[config.mk]
export PLATFORM = sky130hd
export DESIGN_NAME = eac_top
export DESIGN_NICKNAME = d
export VERILOG_FILES = /design/src/eac_pkg.sv /design/src/eac_top.sv
export SDC_FILE = /design/constraint.sdc
export NUM_CORES = 1
export LEC_CHECK = 0
export CAP_MARGIN = 20
export CORE_MARGIN = 2
export CORE_UTILIZATION = 35
export CTS_BUF_LIST = sky130_fd_sc_hd__clkbuf_8
export DETAILED_ROUTE_END_ITERATION = 16
export DONT_BUFFER_PORTS = 1
export SLEW_MARGIN = 20
export SYNTH_ARGS = -nofsm -noshare
export SYNTH_HDL_FRONTEND = slang
export SYNTH_SLANG_ARGS = --single-unit
[constraint.sdc]
create_clock -name hclk -period 4.15 [get_ports hclk]
set_clock_uncertainty 0.05 [all_clocks]
set_input_delay 0.83 -clock hclk [delete_from_list [all_inputs] [get_ports hclk]]
set_output_delay 0.83 -clock hclk [all_outputs]
set_load 0.01 [all_outputs]
[src/eac_pkg.sv]
// eeprom access controller: shared constants, register map and types
// assumes a 25 MHz bus clock and a two-wire serial eeprom on the far side
package eac_pkg;

   ////////////////////////////////////////////////////////////////////////
   // register byte offsets on the bus
   localparam logic [7:0] OFF_CTRL = 8'hdc;
   localparam logic [7:0] OFF_IRQ_STS = 8'he0;
   localparam logic [7:0] OFF_IRQ_MASK = 8'he4;

   // control dword field positions
   localparam int CB_START = 0;
   localparam int CB_CMD = 1;
   localparam int CB_ERR = 2;
   localparam int CB_AL_OK = 3;
   localparam int CB_AL_STS = 4;
   localparam int CB_AL_DIS = 5;
   localparam int CB_RATE = 6;
   localparam int CB_ADDR = 9;
   localparam int CB_DATA = 16;

   // values after reset
   localparam logic CMD_RST = 1'b0;
   localparam logic AL_DIS_RST = 1'b1;
   localparam logic [1:0] RATE_RST = 2'b01;
   localparam logic [6:0] ADDR_RST = 7'h00;
   localparam logic [15:0] DATA_RST = 16'h0000;

   // clock rate codes
   localparam logic [1:0] RATE_DIV = 2'b01;
   localparam logic [1:0] RATE_TEST = 2'b11;

   // interrupt status bits
   localparam int IRQ_DONE = 0;
   localparam int IRQ_NACK = 1;
   localparam int IRQ_AL = 2;
   localparam int IRQ_W = 3;

   ////////////////////////////////////////////////////////////////////////
   // timing: eeprom clock is the 125 MHz primary clock divided by 1024
   localparam int PRI_CLK_PS = 8000;
   localparam int EE_DIV = 1024;
   localparam int HCLK_PS = 40000;
   // one quarter of an eeprom clock period, rounded up so never too fast
   localparam int QTR_CYC = (PRI_CLK_PS * EE_DIV + 4 * HCLK_PS - 1)
                            / (4 * HCLK_PS);
   localparam logic [5:0] QTR_LIMIT = 6'(QTR_CYC);
   localparam logic [5:0] TEST_LIMIT = 6'h01;

   // serial framing
   localparam logic [7:0] DEV_WR = 8'ha0;
   localparam logic [7:0] DEV_RD = 8'ha1;
   localparam logic [3:0] ACK_SLOT = 4'h8;
   localparam logic [2:0] WR_LAST = 3'h5;
   localparam logic [2:0] RD_LAST = 3'h7;

   // automatic load: words read from the eeprom base address
   localparam logic [6:0] AL_BASE = 7'h00;
   localparam logic [1:0] AL_LAST = 2'h3;

   typedef enum logic [2:0]
   {
      ST_IDLE = 3'b000,
      ST_START = 3'b001,
      ST_TX = 3'b010,
      ST_RX = 3'b011,
      ST_STOP = 3'b100
   } eac_state_e;

endpackage

[src/eac_top.sv]
// eeprom access controller: control register, serial engine, autoload
// assumes a single ahb-lite master, synchronous pins and an external
// pull-up on the data wire
//
// Overview of operation
// - writing start to one launches one eeprom cycle; start resets to zero.
// - the command bit picks read (0) or write (1) and resets to zero.
// - a missing acknowledge during a cycle sets the read-only error flag.
// - autoload success bit 3 shows a good load and clears when read.
// - autoload status shows a good load after the reset pin, not read-clear.
// - a good automatic load writes the eeprom words into configuration.
// - autoload disable, reset to one, suppresses the automatic load.
// - clock rate bits 7:6, reset 01b, divide 125 MHz by 1024, 11b is test.
// - the control dword sits only at offset dch.
// - bits 31:16 hold write data and receive the word of a read.
`timescale 1ns/100ps
`default_nettype none

module eac_top
   import eac_pkg::*;
(
   // clock and reset
   input wire logic hclk,
   input wire logic hresetn,
   // ahb-lite slave
   input wire logic hsel,
   input wire logic [31:0] haddr,
   input wire logic [1:0] htrans,
   input wire logic hwrite,
   input wire logic [2:0] hsize,
   input wire logic [31:0] hwdata,
   input wire logic hready,
   output logic hreadyout,
   output logic hresp,
   output logic [31:0] hrdata,
   // device reset pin, high while held in reset
   input wire logic fundamental_reset_in,
   // serial eeprom pins
   output logic ee_scl,
   input wire logic ee_sda_in,
   output logic ee_sda_out,
   output logic ee_sda_oe,
   // configuration load port
   output logic cfg_wr_valid,
   output logic [1:0] cfg_wr_index,
   output logic [15:0] cfg_wr_data,
   // interrupt
   output logic irq
);

   ////////////////////////////////////////////////////////////////////////
   // access kind of each step of a cycle
   function automatic eac_state_e step_kind(input logic wr,
                                            input logic [2:0] s);
      eac_state_e k;
      k = ST_STOP;
      if (wr)
      begin
         case (s)
            3'h0: k = ST_START;
            3'h1, 3'h2, 3'h3, 3'h4: k = ST_TX;
            default: k = ST_STOP;
         endcase
      end
      else
      begin
         case (s)
            3'h0, 3'h3: k = ST_START;
            3'h1, 3'h2, 3'h4: k = ST_TX;
            3'h5, 3'h6: k = ST_RX;
            default: k = ST_STOP;
         endcase
      end
      return k;
   endfunction

   // byte sent at a transmit step
   function automatic logic [7:0] tx_byte(input logic wr,
                                          input logic [2:0] s,
                                          input logic [6:0] a,
                                          input logic [15:0] d);
      logic [7:0] b;
      b = 8'hff;
      case (s)
         3'h1: b = DEV_WR;
         3'h2: b = {1'b0, a};
         3'h3: b = wr ? d[15:8] : 8'hff;
         3'h4: b = wr ? d[7:0] : DEV_RD;
         default: b = 8'hff;
      endcase
      return b;
   endfunction

   ////////////////////////////////////////////////////////////////////////
   // state
   logic ctrl_start, ctrl_cmd, ctrl_err, al_ok, al_sts, ctrl_al_dis;
   logic [1:0] ctrl_rate;
   logic [6:0] ctrl_addr;
   logic [15:0] ctrl_data;
   logic [IRQ_W-1:0] irq_sts, irq_mask;
   logic dp_wr, dp_rd, rd_done;
   logic [7:0] dp_addr;
   eac_state_e state, next_state;
   logic [1:0] q, next_q;
   logic [3:0] bitc, next_bitc;
   logic [2:0] step, next_step;
   logic [7:0] shreg, next_sh;
   logic [15:0] rxw, next_rx;
   logic scl, next_scl, sda, next_sda;
   logic nack_seen, next_nack, op_write, next_opw;
   logic [5:0] div_cnt;
   logic al_active;
   logic [1:0] al_idx;
   logic prst_q;

   ////////////////////////////////////////////////////////////////////////
   // bus decode; only whole-word transfers are taken
   wire ap = hsel & hready & htrans[1] & (hsize == 3'b010);
   wire wr_ev = dp_wr;
   wire rd_cap = dp_rd & ~rd_done;
   wire sel_ctrl = (dp_addr == OFF_CTRL);
   wire sel_sts = (dp_addr == OFF_IRQ_STS);
   wire sel_mask = (dp_addr == OFF_IRQ_MASK);
   wire busy = (state != ST_IDLE);
   wire idle_all = ~busy & ~al_active;
   wire wr_ctrl = wr_ev & sel_ctrl;

   // launch sources; autoload wins over a start in the same cycle
   wire prst_fall = prst_q & ~fundamental_reset_in;
   wire go_al = prst_fall & ~ctrl_al_dis & idle_all;
   wire go_sw = wr_ctrl & hwdata[CB_START] & idle_all & ~go_al;
   wire tick = busy & (div_cnt == ((ctrl_rate == RATE_TEST) ?
                                   TEST_LIMIT : QTR_LIMIT) - 6'h01);
   wire fin = tick & (state == ST_STOP) & (q == 2'h3);
   wire al_next = fin & al_active & ~nack_seen & (al_idx != AL_LAST);
   wire launch = go_sw | go_al | al_next;
   wire launch_wr = go_sw & hwdata[CB_CMD];
   wire nack_evt = tick & (state == ST_TX) & (q == 2'h2) &
                   (bitc == ACK_SLOT) & ee_sda_in;
   wire al_good = fin & al_active & ~nack_seen & (al_idx == AL_LAST);
   wire al_end = fin & al_active & (nack_seen | (al_idx == AL_LAST));
   wire sw_done = fin & ~al_active;
   wire rd_clr_ok = rd_cap & sel_ctrl;
   wire [6:0] al_addr = AL_BASE + 7'(al_idx);
   wire [6:0] cur_addr = al_active ? al_addr : ctrl_addr;
   wire [2:0] step_n = step + 3'h1;
   wire [IRQ_W-1:0] irq_set = {al_end, nack_evt, sw_done};

   // readback words; unmapped offsets read zero
   wire [31:0] ctrl_word = {ctrl_data, ctrl_addr, 1'b0, ctrl_rate,
                            ctrl_al_dis, al_sts, al_ok, ctrl_err,
                            ctrl_cmd, ctrl_start};
   wire [31:0] rd_word = sel_ctrl ? ctrl_word :
                         sel_sts ? {29'h0, irq_sts} :
                         sel_mask ? {29'h0, irq_mask} : 32'h0;

   // reads take one wait state so hrdata comes from a flop
   assign hreadyout = ~rd_cap;
   assign hresp = 1'b0;
   assign irq = |(irq_sts & irq_mask);
   assign ee_scl = scl;
   assign ee_sda_out = 1'b0;
   assign ee_sda_oe = ~sda; // open drain: drive only the low level

   ////////////////////////////////////////////////////////////////////////
   // ahb address and data phase tracking
   always_ff @(posedge hclk or negedge hresetn)
   begin
      if (!hresetn)
      begin
         dp_wr <= 1'b0;
         dp_rd <= 1'b0;
         rd_done <= 1'b0;
         dp_addr <= 8'h00;
      end
      else if (ap)
      begin
         dp_wr <= hwrite;
         dp_rd <= ~hwrite;
         rd_done <= 1'b0;
         dp_addr <= haddr[7:0];
      end
      else if (hready)
      begin
         dp_wr <= 1'b0;
         dp_rd <= 1'b0;
         rd_done <= 1'b0;
      end
      else if (dp_rd)
      begin
         rd_done <= 1'b1;
      end
   end

   // read data capture
   always_ff @(posedge hclk or negedge hresetn)
   begin
      if (!hresetn)
         hrdata <= 32'h0;
      else if (rd_cap)
         hrdata <= rd_word;
   end

   ////////////////////////////////////////////////////////////////////////
   // software fields; changes are ignored while a cycle is running
   always_ff @(posedge hclk or negedge hresetn)
   begin
      if (!hresetn)
      begin
         ctrl_cmd <= CMD_RST;
         ctrl_al_dis <= AL_DIS_RST;
         ctrl_rate <= RATE_RST;
         ctrl_addr <= ADDR_RST;
      end
      else if (wr_ctrl & idle_all)
      begin
         ctrl_cmd <= hwdata[CB_CMD];
         ctrl_al_dis <= hwdata[CB_AL_DIS];
         ctrl_rate <= hwdata[CB_RATE+1:CB_RATE];
         ctrl_addr <= hwdata[CB_ADDR+6:CB_ADDR];
      end
   end

   // data field: software word, replaced by the word a read returns
   always_ff @(posedge hclk or negedge hresetn)
   begin
      if (!hresetn)
         ctrl_data <= DATA_RST;
      else if (sw_done & ~op_write & ~nack_seen)
         ctrl_data <= rxw;
      else if (wr_ctrl & idle_all)
         ctrl_data <= hwdata[CB_DATA+15:CB_DATA];
   end

   // start bit stays set for the whole cycle, then clears for polling
   always_ff @(posedge hclk or negedge hresetn)
   begin
      if (!hresetn)
         ctrl_start <= 1'b0;
      else if (go_sw)
         ctrl_start <= 1'b1;
      else if (sw_done)
         ctrl_start <= 1'b0;
   end

   // error flag: a new start clears it, a missing ack sets it (set wins)
   always_ff @(posedge hclk or negedge hresetn)
   begin
      if (!hresetn)
         ctrl_err <= 1'b0;
      else if (nack_evt)
         ctrl_err <= 1'b1;
      else if (go_sw)
         ctrl_err <= 1'b0;
   end

   ////////////////////////////////////////////////////////////////////////
   // autoload flags; success clears on read unless set in that cycle
   always_ff @(posedge hclk or negedge hresetn)
   begin
      if (!hresetn)
      begin
         al_ok <= 1'b0;
         al_sts <= 1'b0;
      end
      else if (al_good)
      begin
         al_ok <= 1'b1;
         al_sts <= 1'b1;
      end
      else if (go_al | al_end)
      begin
         al_ok <= 1'b0;
         al_sts <= 1'b0;
      end
      else if (rd_clr_ok)
      begin
         al_ok <= 1'b0;
      end
   end

   // autoload word sequencing and the reset pin edge
   always_ff @(posedge hclk or negedge hresetn)
   begin
      if (!hresetn)
      begin
         al_active <= 1'b0;
         al_idx <= 2'h0;
         prst_q <= 1'b0;
      end
      else
      begin
         prst_q <= fundamental_reset_in;
         if (go_al)
         begin
            al_active <= 1'b1;
            al_idx <= 2'h0;
         end
         else if (al_next)
            al_idx <= al_idx + 2'h1;
         else if (al_end)
            al_active <= 1'b0;
      end
   end

   // each good word goes out to configuration as a one-cycle write
   always_ff @(posedge hclk or negedge hresetn)
   begin
      if (!hresetn)
      begin
         cfg_wr_valid <= 1'b0;
         cfg_wr_index <= 2'h0;
         cfg_wr_data <= 16'h0;
      end
      else
      begin
         cfg_wr_valid <= fin & al_active & ~nack_seen;
         if (fin & al_active & ~nack_seen)
         begin
            cfg_wr_index <= al_idx;
            cfg_wr_data <= rxw;
         end
      end
   end

   ////////////////////////////////////////////////////////////////////////
   // interrupt status, write one to clear; a new event wins the clear
   always_ff @(posedge hclk or negedge hresetn)
   begin
      if (!hresetn)
      begin
         irq_sts <= '0;
         irq_mask <= '0;
      end
      else
      begin
         irq_sts <= (irq_sts & ~((wr_ev & sel_sts) ? hwdata[IRQ_W-1:0] :
                                 {IRQ_W{1'b0}})) | irq_set;
         if (wr_ev & sel_mask)
            irq_mask <= hwdata[IRQ_W-1:0];
      end
   end

   // quarter-bit divider, runs only during a cycle
   always_ff @(posedge hclk or negedge hresetn)
   begin
      if (!hresetn)
         div_cnt <= 6'h00;
      else if (~busy | tick)
         div_cnt <= 6'h00;
      else
         div_cnt <= div_cnt + 6'h01;
   end

   ////////////////////////////////////////////////////////////////////////
   // serial engine: four quarters per bit, scl high in quarters 2 and 3
   always_comb
   begin
      logic adv;
      adv = 1'b0;
      next_state = state;
      next_q = q;
      next_bitc = bitc;
      next_step = step;
      next_sh = shreg;
      next_rx = rxw;
      next_scl = scl;
      next_sda = sda;
      next_nack = nack_seen;
      next_opw = op_write;
      if (launch)
      begin
         next_state = ST_START;
         next_q = 2'h0;
         next_step = 3'h0;
         next_nack = 1'b0;
         next_opw = launch_wr;
      end
      else if (tick)
      begin
         next_q = q + 2'h1;
         case (state)
            ST_START:
            begin
               case (q)
                  2'h0: begin next_scl = 1'b0; next_sda = 1'b1; end
                  2'h1: next_scl = 1'b1;
                  2'h2: next_sda = 1'b0;
                  default: begin next_scl = 1'b0; adv = 1'b1; end
               endcase
            end
            ST_TX:
            begin
               case (q)
                  2'h0:
                  begin
                     next_scl = 1'b0;
                     next_sda = (bitc == ACK_SLOT) ? 1'b1 : shreg[7];
                  end
                  2'h1: next_scl = 1'b1;
                  2'h2:
                     if (bitc == ACK_SLOT)
                        next_nack = ee_sda_in;
                  default:
                  begin
                     next_scl = 1'b0;
                     if (bitc != ACK_SLOT)
                     begin
                        next_sh = {shreg[6:0], 1'b1};
                        next_bitc = bitc + 4'h1;
                     end
                     else if (nack_seen)
                        next_state = ST_STOP;
                     else
                        adv = 1'b1;
                  end
               endcase
            end
            ST_RX:
            begin
               case (q)
                  2'h0:
                  begin
                     next_scl = 1'b0;
                     // ack the high byte, not the last one
                     next_sda = (bitc == ACK_SLOT) ? (step == 3'h6) : 1'b1;
                  end
                  2'h1: next_scl = 1'b1;
                  2'h2:
                     if (bitc != ACK_SLOT)
                        next_rx = {rxw[14:0], ee_sda_in};
                  default:
                  begin
                     next_scl = 1'b0;
                     if (bitc == ACK_SLOT)
                        adv = 1'b1;
                     else
                        next_bitc = bitc + 4'h1;
                  end
               endcase
            end
            ST_STOP:
            begin
               case (q)
                  2'h0: begin next_scl = 1'b0; next_sda = 1'b0; end
                  2'h1: next_scl = 1'b1;
                  2'h2: next_sda = 1'b1;
                  default: next_state = ST_IDLE;
               endcase
            end
            default: next_state = ST_IDLE;
         endcase
         if (adv)
         begin
            next_step = step_n;
            next_state = step_kind(op_write, step_n);
            next_bitc = 4'h0;
            next_sh = tx_byte(op_write, step_n, cur_addr, ctrl_data);
         end
      end
   end

   always_ff @(posedge hclk or negedge hresetn)
   begin
      if (!hresetn)
      begin
         state <= ST_IDLE;
         q <= 2'h0;
         bitc <= 4'h0;
         step <= 3'h0;
         shreg <= 8'hff;
         rxw <= 16'h0;
         scl <= 1'b1;
         sda <= 1'b1;
         nack_seen <= 1'b0;
         op_write <= 1'b0;
      end
      else
      begin
         state <= next_state;
         q <= next_q;
         bitc <= next_bitc;
         step <= next_step;
         shreg <= next_sh;
         rxw <= next_rx;
         scl <= next_scl;
         sda <= next_sda;
         nack_seen <= next_nack;
         op_write <= next_opw;
      end
   end
endmodule

`default_nettype wire

[Yosys cells after proc, flatten, opt, wreduce, memory -nomap -nowiden]
Index checks and enable logic that the tools add are counted.
Cells by class
  add/subtract/negate cells: 6
  equality and inequality tests: 41
  muxes and demuxes: 82
  bitwise gates (word level): 53
  reduce and logical (&&, ||, !) cells: 39
Operator list (number)
  two-way mux 8 bit: 6
  two-way mux 3 bit: 14
  two-way mux 1 bit: 35
  AND 1 bit: 32
  two-way mux 16 bit: 2
  two-way mux 32 bit: 1
  one-hot mux 8 bit (4 select lines): 1
  nonzero test 2 bit: 15
  == test 8 bit (second input constant): 3
  two-way mux 4 bit: 5
  one-hot mux 3 bit (3 select lines): 2
  != test 4 x 3 -> 1 bit (second input constant): 4
  == test 3 x 2 -> 1 bit (second input constant): 5
  == test 3 bit (second input constant): 5
  AND reduction 5 bit: 3
  AND reduction 7 bit: 2
  two-way mux 6 bit: 2
  != test 3 x 1 -> 1 bit (second input constant): 4
  NOT 1 bit: 12
  nonzero test 3 bit: 4
  OR reduction 3 bit: 4
  one-hot mux 1 bit (2 select lines): 5
  != test 3 bit (second input constant): 3
  == test 2 bit (second input constant): 4
  31 further kinds: 48
Storage, ports and cells
  register bits after elaboration: 149
  input bits: 76
  logic and storage cells: 254

[Longest topological paths before layout]
  word-level depth: 15
  depth in mapped cells: 9
  depth with buffers taken out: 7

[Worst setup path after synthesis]
OpenSTA, ideal clock, no wires.
  path kind: register to register
  start point: register div_cnt[0]
  end point: register rxw[10]
  arrival: 2.173 ns
  data required time: 3.975 ns
  setup slack: 1.802 ns
  stages on the path, launching flop included: 7
  buffers on the path: 1
  path through: dfrtp_1 > or4_4 > o22ai_2 > nand2_2 > nor3_4 > buf_4 > mux2_2
On the way
  longest elaborated chain between the ends: 10
RTL lines
  start: declaration: RTL line eac_top.sv:111  | logic [5:0] div_cnt;
  start signal: assignment: RTL line eac_top.sv:352  | div_cnt <= div_cnt + 6'h01;
  == test 6 bit (*): RTL line eac_top.sv:132  | wire tick = busy & (div_cnt == ((ctrl_rate == RATE_TEST) ?
  AND 1 bit (*): RTL line eac_top.sv:132
  AND 1 bit (2 in series): RTL line eac_top.sv:134  | wire fin = tick & (state == ST_STOP) & (q == 2'h3);
  AND 1 bit (3 in series): RTL line eac_top.sv:135  | wire al_next = fin & al_active & ~nack_seen & (al_idx != AL_LAST);
  OR 1 bit: RTL line eac_top.sv:136  | wire launch = go_sw | go_al | al_next;
  NOT 1 bit (no source line)
  AND reduction 5 bit (no source line) (*)
  end signal: assignment: RTL line eac_top.sv:485  | rxw <= next_rx;
  end: declaration: RTL line eac_top.sv:108  | logic [15:0] rxw, next_rx;
Mark *: on every way between the ends. The rest lies on a longest branch, timed or not.
A chain may end at the register's enable or synchronous reset.

[Worst setup path after layout]
  start point: register div_cnt[0]
  end point: register rxw[1]
Same word-level chain as after synthesis.

==> metrics.log <==
INFO  metric worst_setup_path_end_kind = flop
INFO  metric synth.cell_area = 6850 um2
INFO  metric clock-sinks = 148
INFO  metric htreeDepth = 4
INFO  metric max_freq = 354 MHz
INFO  metric routed_wirelength = 16500 um
INFO  metric timing.critical_path.slowest_stage_cell = sky130_fd_sc_hd__nor3_4
INFO  metric final_min_period_over_clock_period = 0.681
INFO  metric grt_pass1_wl = approximately 26000 um
INFO  metric post_drt_wl_per_cell = 19.4 um
INFO  metric ctsLongestPathBuffers = 2
INFO  metric first_global_vias = between 4000 and 5000
INFO  metric async_flop_share = 1.00
INFO  metric ys.flop_type = sky130_fd_sc_hd__dfrtp_1
INFO  metric gp_congestion = 0.850
INFO  metric rsz0062_at_grt = no
INFO  metric crit_path_cell_trace = or4_4 > o22ai_2 > nand2_2 > nor3_4 > mux2_2
INFO  metric drt_iter0_drc = 256
INFO  metric layout_setup_ws = 1.33 ns
INFO  metric max-cap-violations = 0
INFO  metric final_hold_viol_count = 0
INFO  metric max_slew_violation_total_from_the_final_report = 0
INFO  metric fin_setup_tns = 0 ns
INFO  metric core = around 19000 um2
INFO  metric cts_root_buf = sky130_fd_sc_hd__clkbuf_8
INFO  metric clk-insertion-delay-late = 0.44 ns
INFO  metric numCtsBuffers = 17
INFO  metric worstPathArrival = just over 3 ns
INFO  metric vias_per_cell = 5.41
INFO  metric rows = 51
INFO  metric place_hpwl = 11200 um
INFO  metric post_synth_main_area_contributors = sky130_fd_sc_hd__dfrtp_1, sky130_fd_sc_hd__mux2_2, sky130_fd_sc_hd__a22o_1
INFO  metric maximum_vdd_ir_drop = between 0.2 and 0.25 mV
INFO  metric top_layer = met4
INFO  metric power_density = 357 nW/um2
INFO  metric worstMarginPinSlew = around 0.87 ns
INFO  metric synth_sequential_area_ratio = 0.543
INFO  metric final_count_of_negative_setup_slack_endpoints = 0
INFO  metric final_layout_size_suffix_gt1_frac = 0.222
INFO  metric yosysTopAreaCellShare = 0.497
INFO  metric vias = 4603
INFO  metric initial_core_util = 0.354
INFO  metric met1_wirelength = 7120 um
INFO  metric cellLeakagePower = 3.57 nW
INFO  metric timing.critical_path.required = 4.43 ns
INFO  metric yosys_warning_count = 0
INFO  metric timing.hold.worst.class = in -> async
INFO  metric die-area = 20700 um2
INFO  metric pin_count = 133
INFO  metric ys_ff_latch = 148
INFO  metric num_antenna_cells = 0
INFO  metric timing.critical_path.fanout_max = 16
INFO  metric commonest_cells_after_routing_fill_and_taps_aside = sky130_fd_sc_hd__dfrtp_1, sky130_fd_sc_hd__mux2_2, sky130_fd_sc_hd__a22o_1
INFO  metric synth_cells = between 500 and 600
INFO  metric die_x = 144 um
INFO  metric layout.nets = 664
INFO  metric path_clk_slew = about 0.080 ns
INFO  metric count_of_different_cell_masters_after_synthesis = 68
INFO  metric grt_max_degree = 79
INFO  metric setup.reg_to_reg.worst_slack = 1.33 ns
INFO  metric place.port_buffers = 0
INFO  metric pre_cts_ws = 1.36 ns
INFO  metric maxSlewHeadroom = 0.419
INFO  metric area_growth_syn_to_layout = 11.5%
INFO  metric cts_tree = built
INFO  metric drtPass1Iterations = 4
INFO  metric remaining_drc_errors = 0
INFO  metric grt_antenna_before_repair = 0
INFO  metric number_of_post_cts_setup_repair_buffers = 0
INFO  metric gr-usage-all-layers = 0.167
INFO  metric routed_length_on_met2 = 8220 um
INFO  metric synth_enable_flop_cells = 0
INFO  metric synth_area_leader_cell = sky130_fd_sc_hd__dfrtp_1
INFO  metric finalWorstPathRequiredPeriod = between 2 and 3 ns
INFO  metric finalPower = 2.73 mW
INFO  metric ant_nets = 0
INFO  metric startpoint_type = flop
INFO  metric met3_length = 969 um
INFO  metric outcome = finished clean
INFO  metric grt_overflow = 0
INFO  metric setup.worst_path.class = reg -> reg
INFO  metric die_boundary_height = 144 um
INFO  metric final_common_cell = sky130_fd_sc_hd__dfrtp_1
INFO  metric crit_path_max_incr_delay = about 0.75 ns
INFO  metric syn_area_per_cell = 12.1 um2
## synthesized netlist by cell type, types with 2 or more instances
cell type and count:
sky130_fd_sc_hd__nor4b_1 2, sky130_fd_sc_hd__nor2_1 30, sky130_fd_sc_hd__o21ai_0 15, sky130_fd_sc_hd__dfrtp_1 136, sky130_fd_sc_hd__nand2b_1 15, sky130_fd_sc_hd__nand3_1 14
sky130_fd_sc_hd__nor2b_1 2, sky130_fd_sc_hd__xor2_1 2, sky130_fd_sc_hd__o22ai_1 2, sky130_fd_sc_hd__a22oi_1 5, sky130_fd_sc_hd__clkbuf_1 17, sky130_fd_sc_hd__o21bai_1 2
sky130_fd_sc_hd__or3_1 2, sky130_fd_sc_hd__a222oi_1 2, sky130_fd_sc_hd__buf_4 6, sky130_fd_sc_hd__mux2_2 60, sky130_fd_sc_hd__o211ai_1 5, sky130_fd_sc_hd__o2111ai_1 2
sky130_fd_sc_hd__a21oi_1 13, sky130_fd_sc_hd__mux2_1 8, sky130_fd_sc_hd__buf_2 5, sky130_fd_sc_hd__xnor2_1 3, sky130_fd_sc_hd__ha_1 15, sky130_fd_sc_hd__nor2_2 2
sky130_fd_sc_hd__dfstp_2 12, sky130_fd_sc_hd__nor4_1 4, sky130_fd_sc_hd__nand4b_1 5, sky130_fd_sc_hd__a22o_1 45, sky130_fd_sc_hd__inv_1 18, sky130_fd_sc_hd__and3_1 4
sky130_fd_sc_hd__nand4_1 3, sky130_fd_sc_hd__nor4bb_1 2, sky130_fd_sc_hd__a21o_1 17, sky130_fd_sc_hd__a31oi_1 7, sky130_fd_sc_hd__nand2_1 27, sky130_fd_sc_hd__nor4_4 2
sky130_fd_sc_hd__a32o_1 4, sky130_fd_sc_hd__mux2i_1 9, sky130_fd_sc_hd__o2bb2ai_1 4, sky130_fd_sc_hd__or2_2 4, sky130_fd_sc_hd__nor3_1 9
## final cells by class
cell class | instances | area (um2)
Sequential cell | 148 | 3720
Clock inverter | 11 | 148
Multi-Input combinational cell | 375 | 2950
Tap cell | 265 | 332
Timing Repair Buffer | 13 | 138
Fill cell | 1851 | 11700
Inverter | 18 | 67.6
Clock buffer | 21 | 289
## registers in the layout (all words and copies together) (netlist names), 3 cells and up
signal / count
hrdata: 31
cfg_wr_data: 16
ctrl_data: 16
rxw: 16
dp_addr: 8
shreg: 8
ctrl_addr: 7
div_cnt: 6
bitc: 4
irq_mask: 3
irq_sts: 3
state: 3
step: 3
## path summary, 6_finish.rpt
kind,depth (start not counted),start,to
max in group asynchronous,1,hresetn,cfg_wr_index[0]$_DFFE_PN0P_
setup reg to reg,5,div_cnt[0]$_DFF_PN0_,rxw[1]$_DFFE_PN0P_
min in group hclk,0,fundamental_reset_in,prst_q$_DFF_PN0_
setup / recovery,5,div_cnt[0]$_DFF_PN0_,rxw[1]$_DFFE_PN0P_
hold / removal,0,hresetn,hrdata[20]$_DFFE_PN0P_
hold reg to reg,2,shreg[0]$_DFFE_PN1P_,shreg[0]$_DFFE_PN1P_
## metal layers
| metal | track usage | up-vias |
|---|---|---|
| met5 | 0 | - |
| met4 | 0.0557 | 0 |
| met3 | 0.0576 | 19 |
| met2 | 0.268 | 97 |
| met1 | 0.211 | 2383 |
| li1 | - | 2104 |
## cell families (layout without fill, tap and decap cells)
group | after synthesis | count (layout) | synth area share
xor gates and xnor gates | 5 | 5 | 0.00640
and+or+nand+nor | 138 | 138 | 0.114
AOI/OAI and AO/OA | 137 | 137 | 0.153
other | 1 | 3 | 0.000548
adders and majority gates | 15 | 15 | 0.0274
muxes | 77 | 77 | 0.125
DFF | 148 | 148 | 0.543
buffers and inverters | 47 | 63 | 0.0300
## through the flow
step / utilization / area (um2) / hold slack [ns] / cells
floorplan: - / 6860 / 0.388 / 570
global placement: 0.368 / 7120 / 0.399 / 812
detailed placement: 0.368 / 7120 / 0.398 / 812
CTS: 0.395 / 7630 / 0.000470 / 850
global route: 0.395 / 7640 / 0.000670 / 851
finish: 0.395 / 7640 / 0.0435 / 851
## critical path, delay by kind of cell, from the launching register on
family,cells,cell delay [ns]
AOI/OAI and AO/OA,1,0.33
muxes,1,0.42
and+or+nand+nor,3,1.47
DFF,1,0.44
## report_power, final
group          switching (mW)  internal, mW
clock network           0.537         0.661
registers              0.0131          1.46
logic                  0.0295        0.0278
## repair_timing
| action | CTS | global route |
|---|---|---|
| hold buffers | 6 | 1 |
| resized for setup | 0 | 0 |
| endpoints found under the setup margin | 0 | 0 |
| hold endpoints to repair | 43 | 10 |
Power figures use the tool's default switching activity.
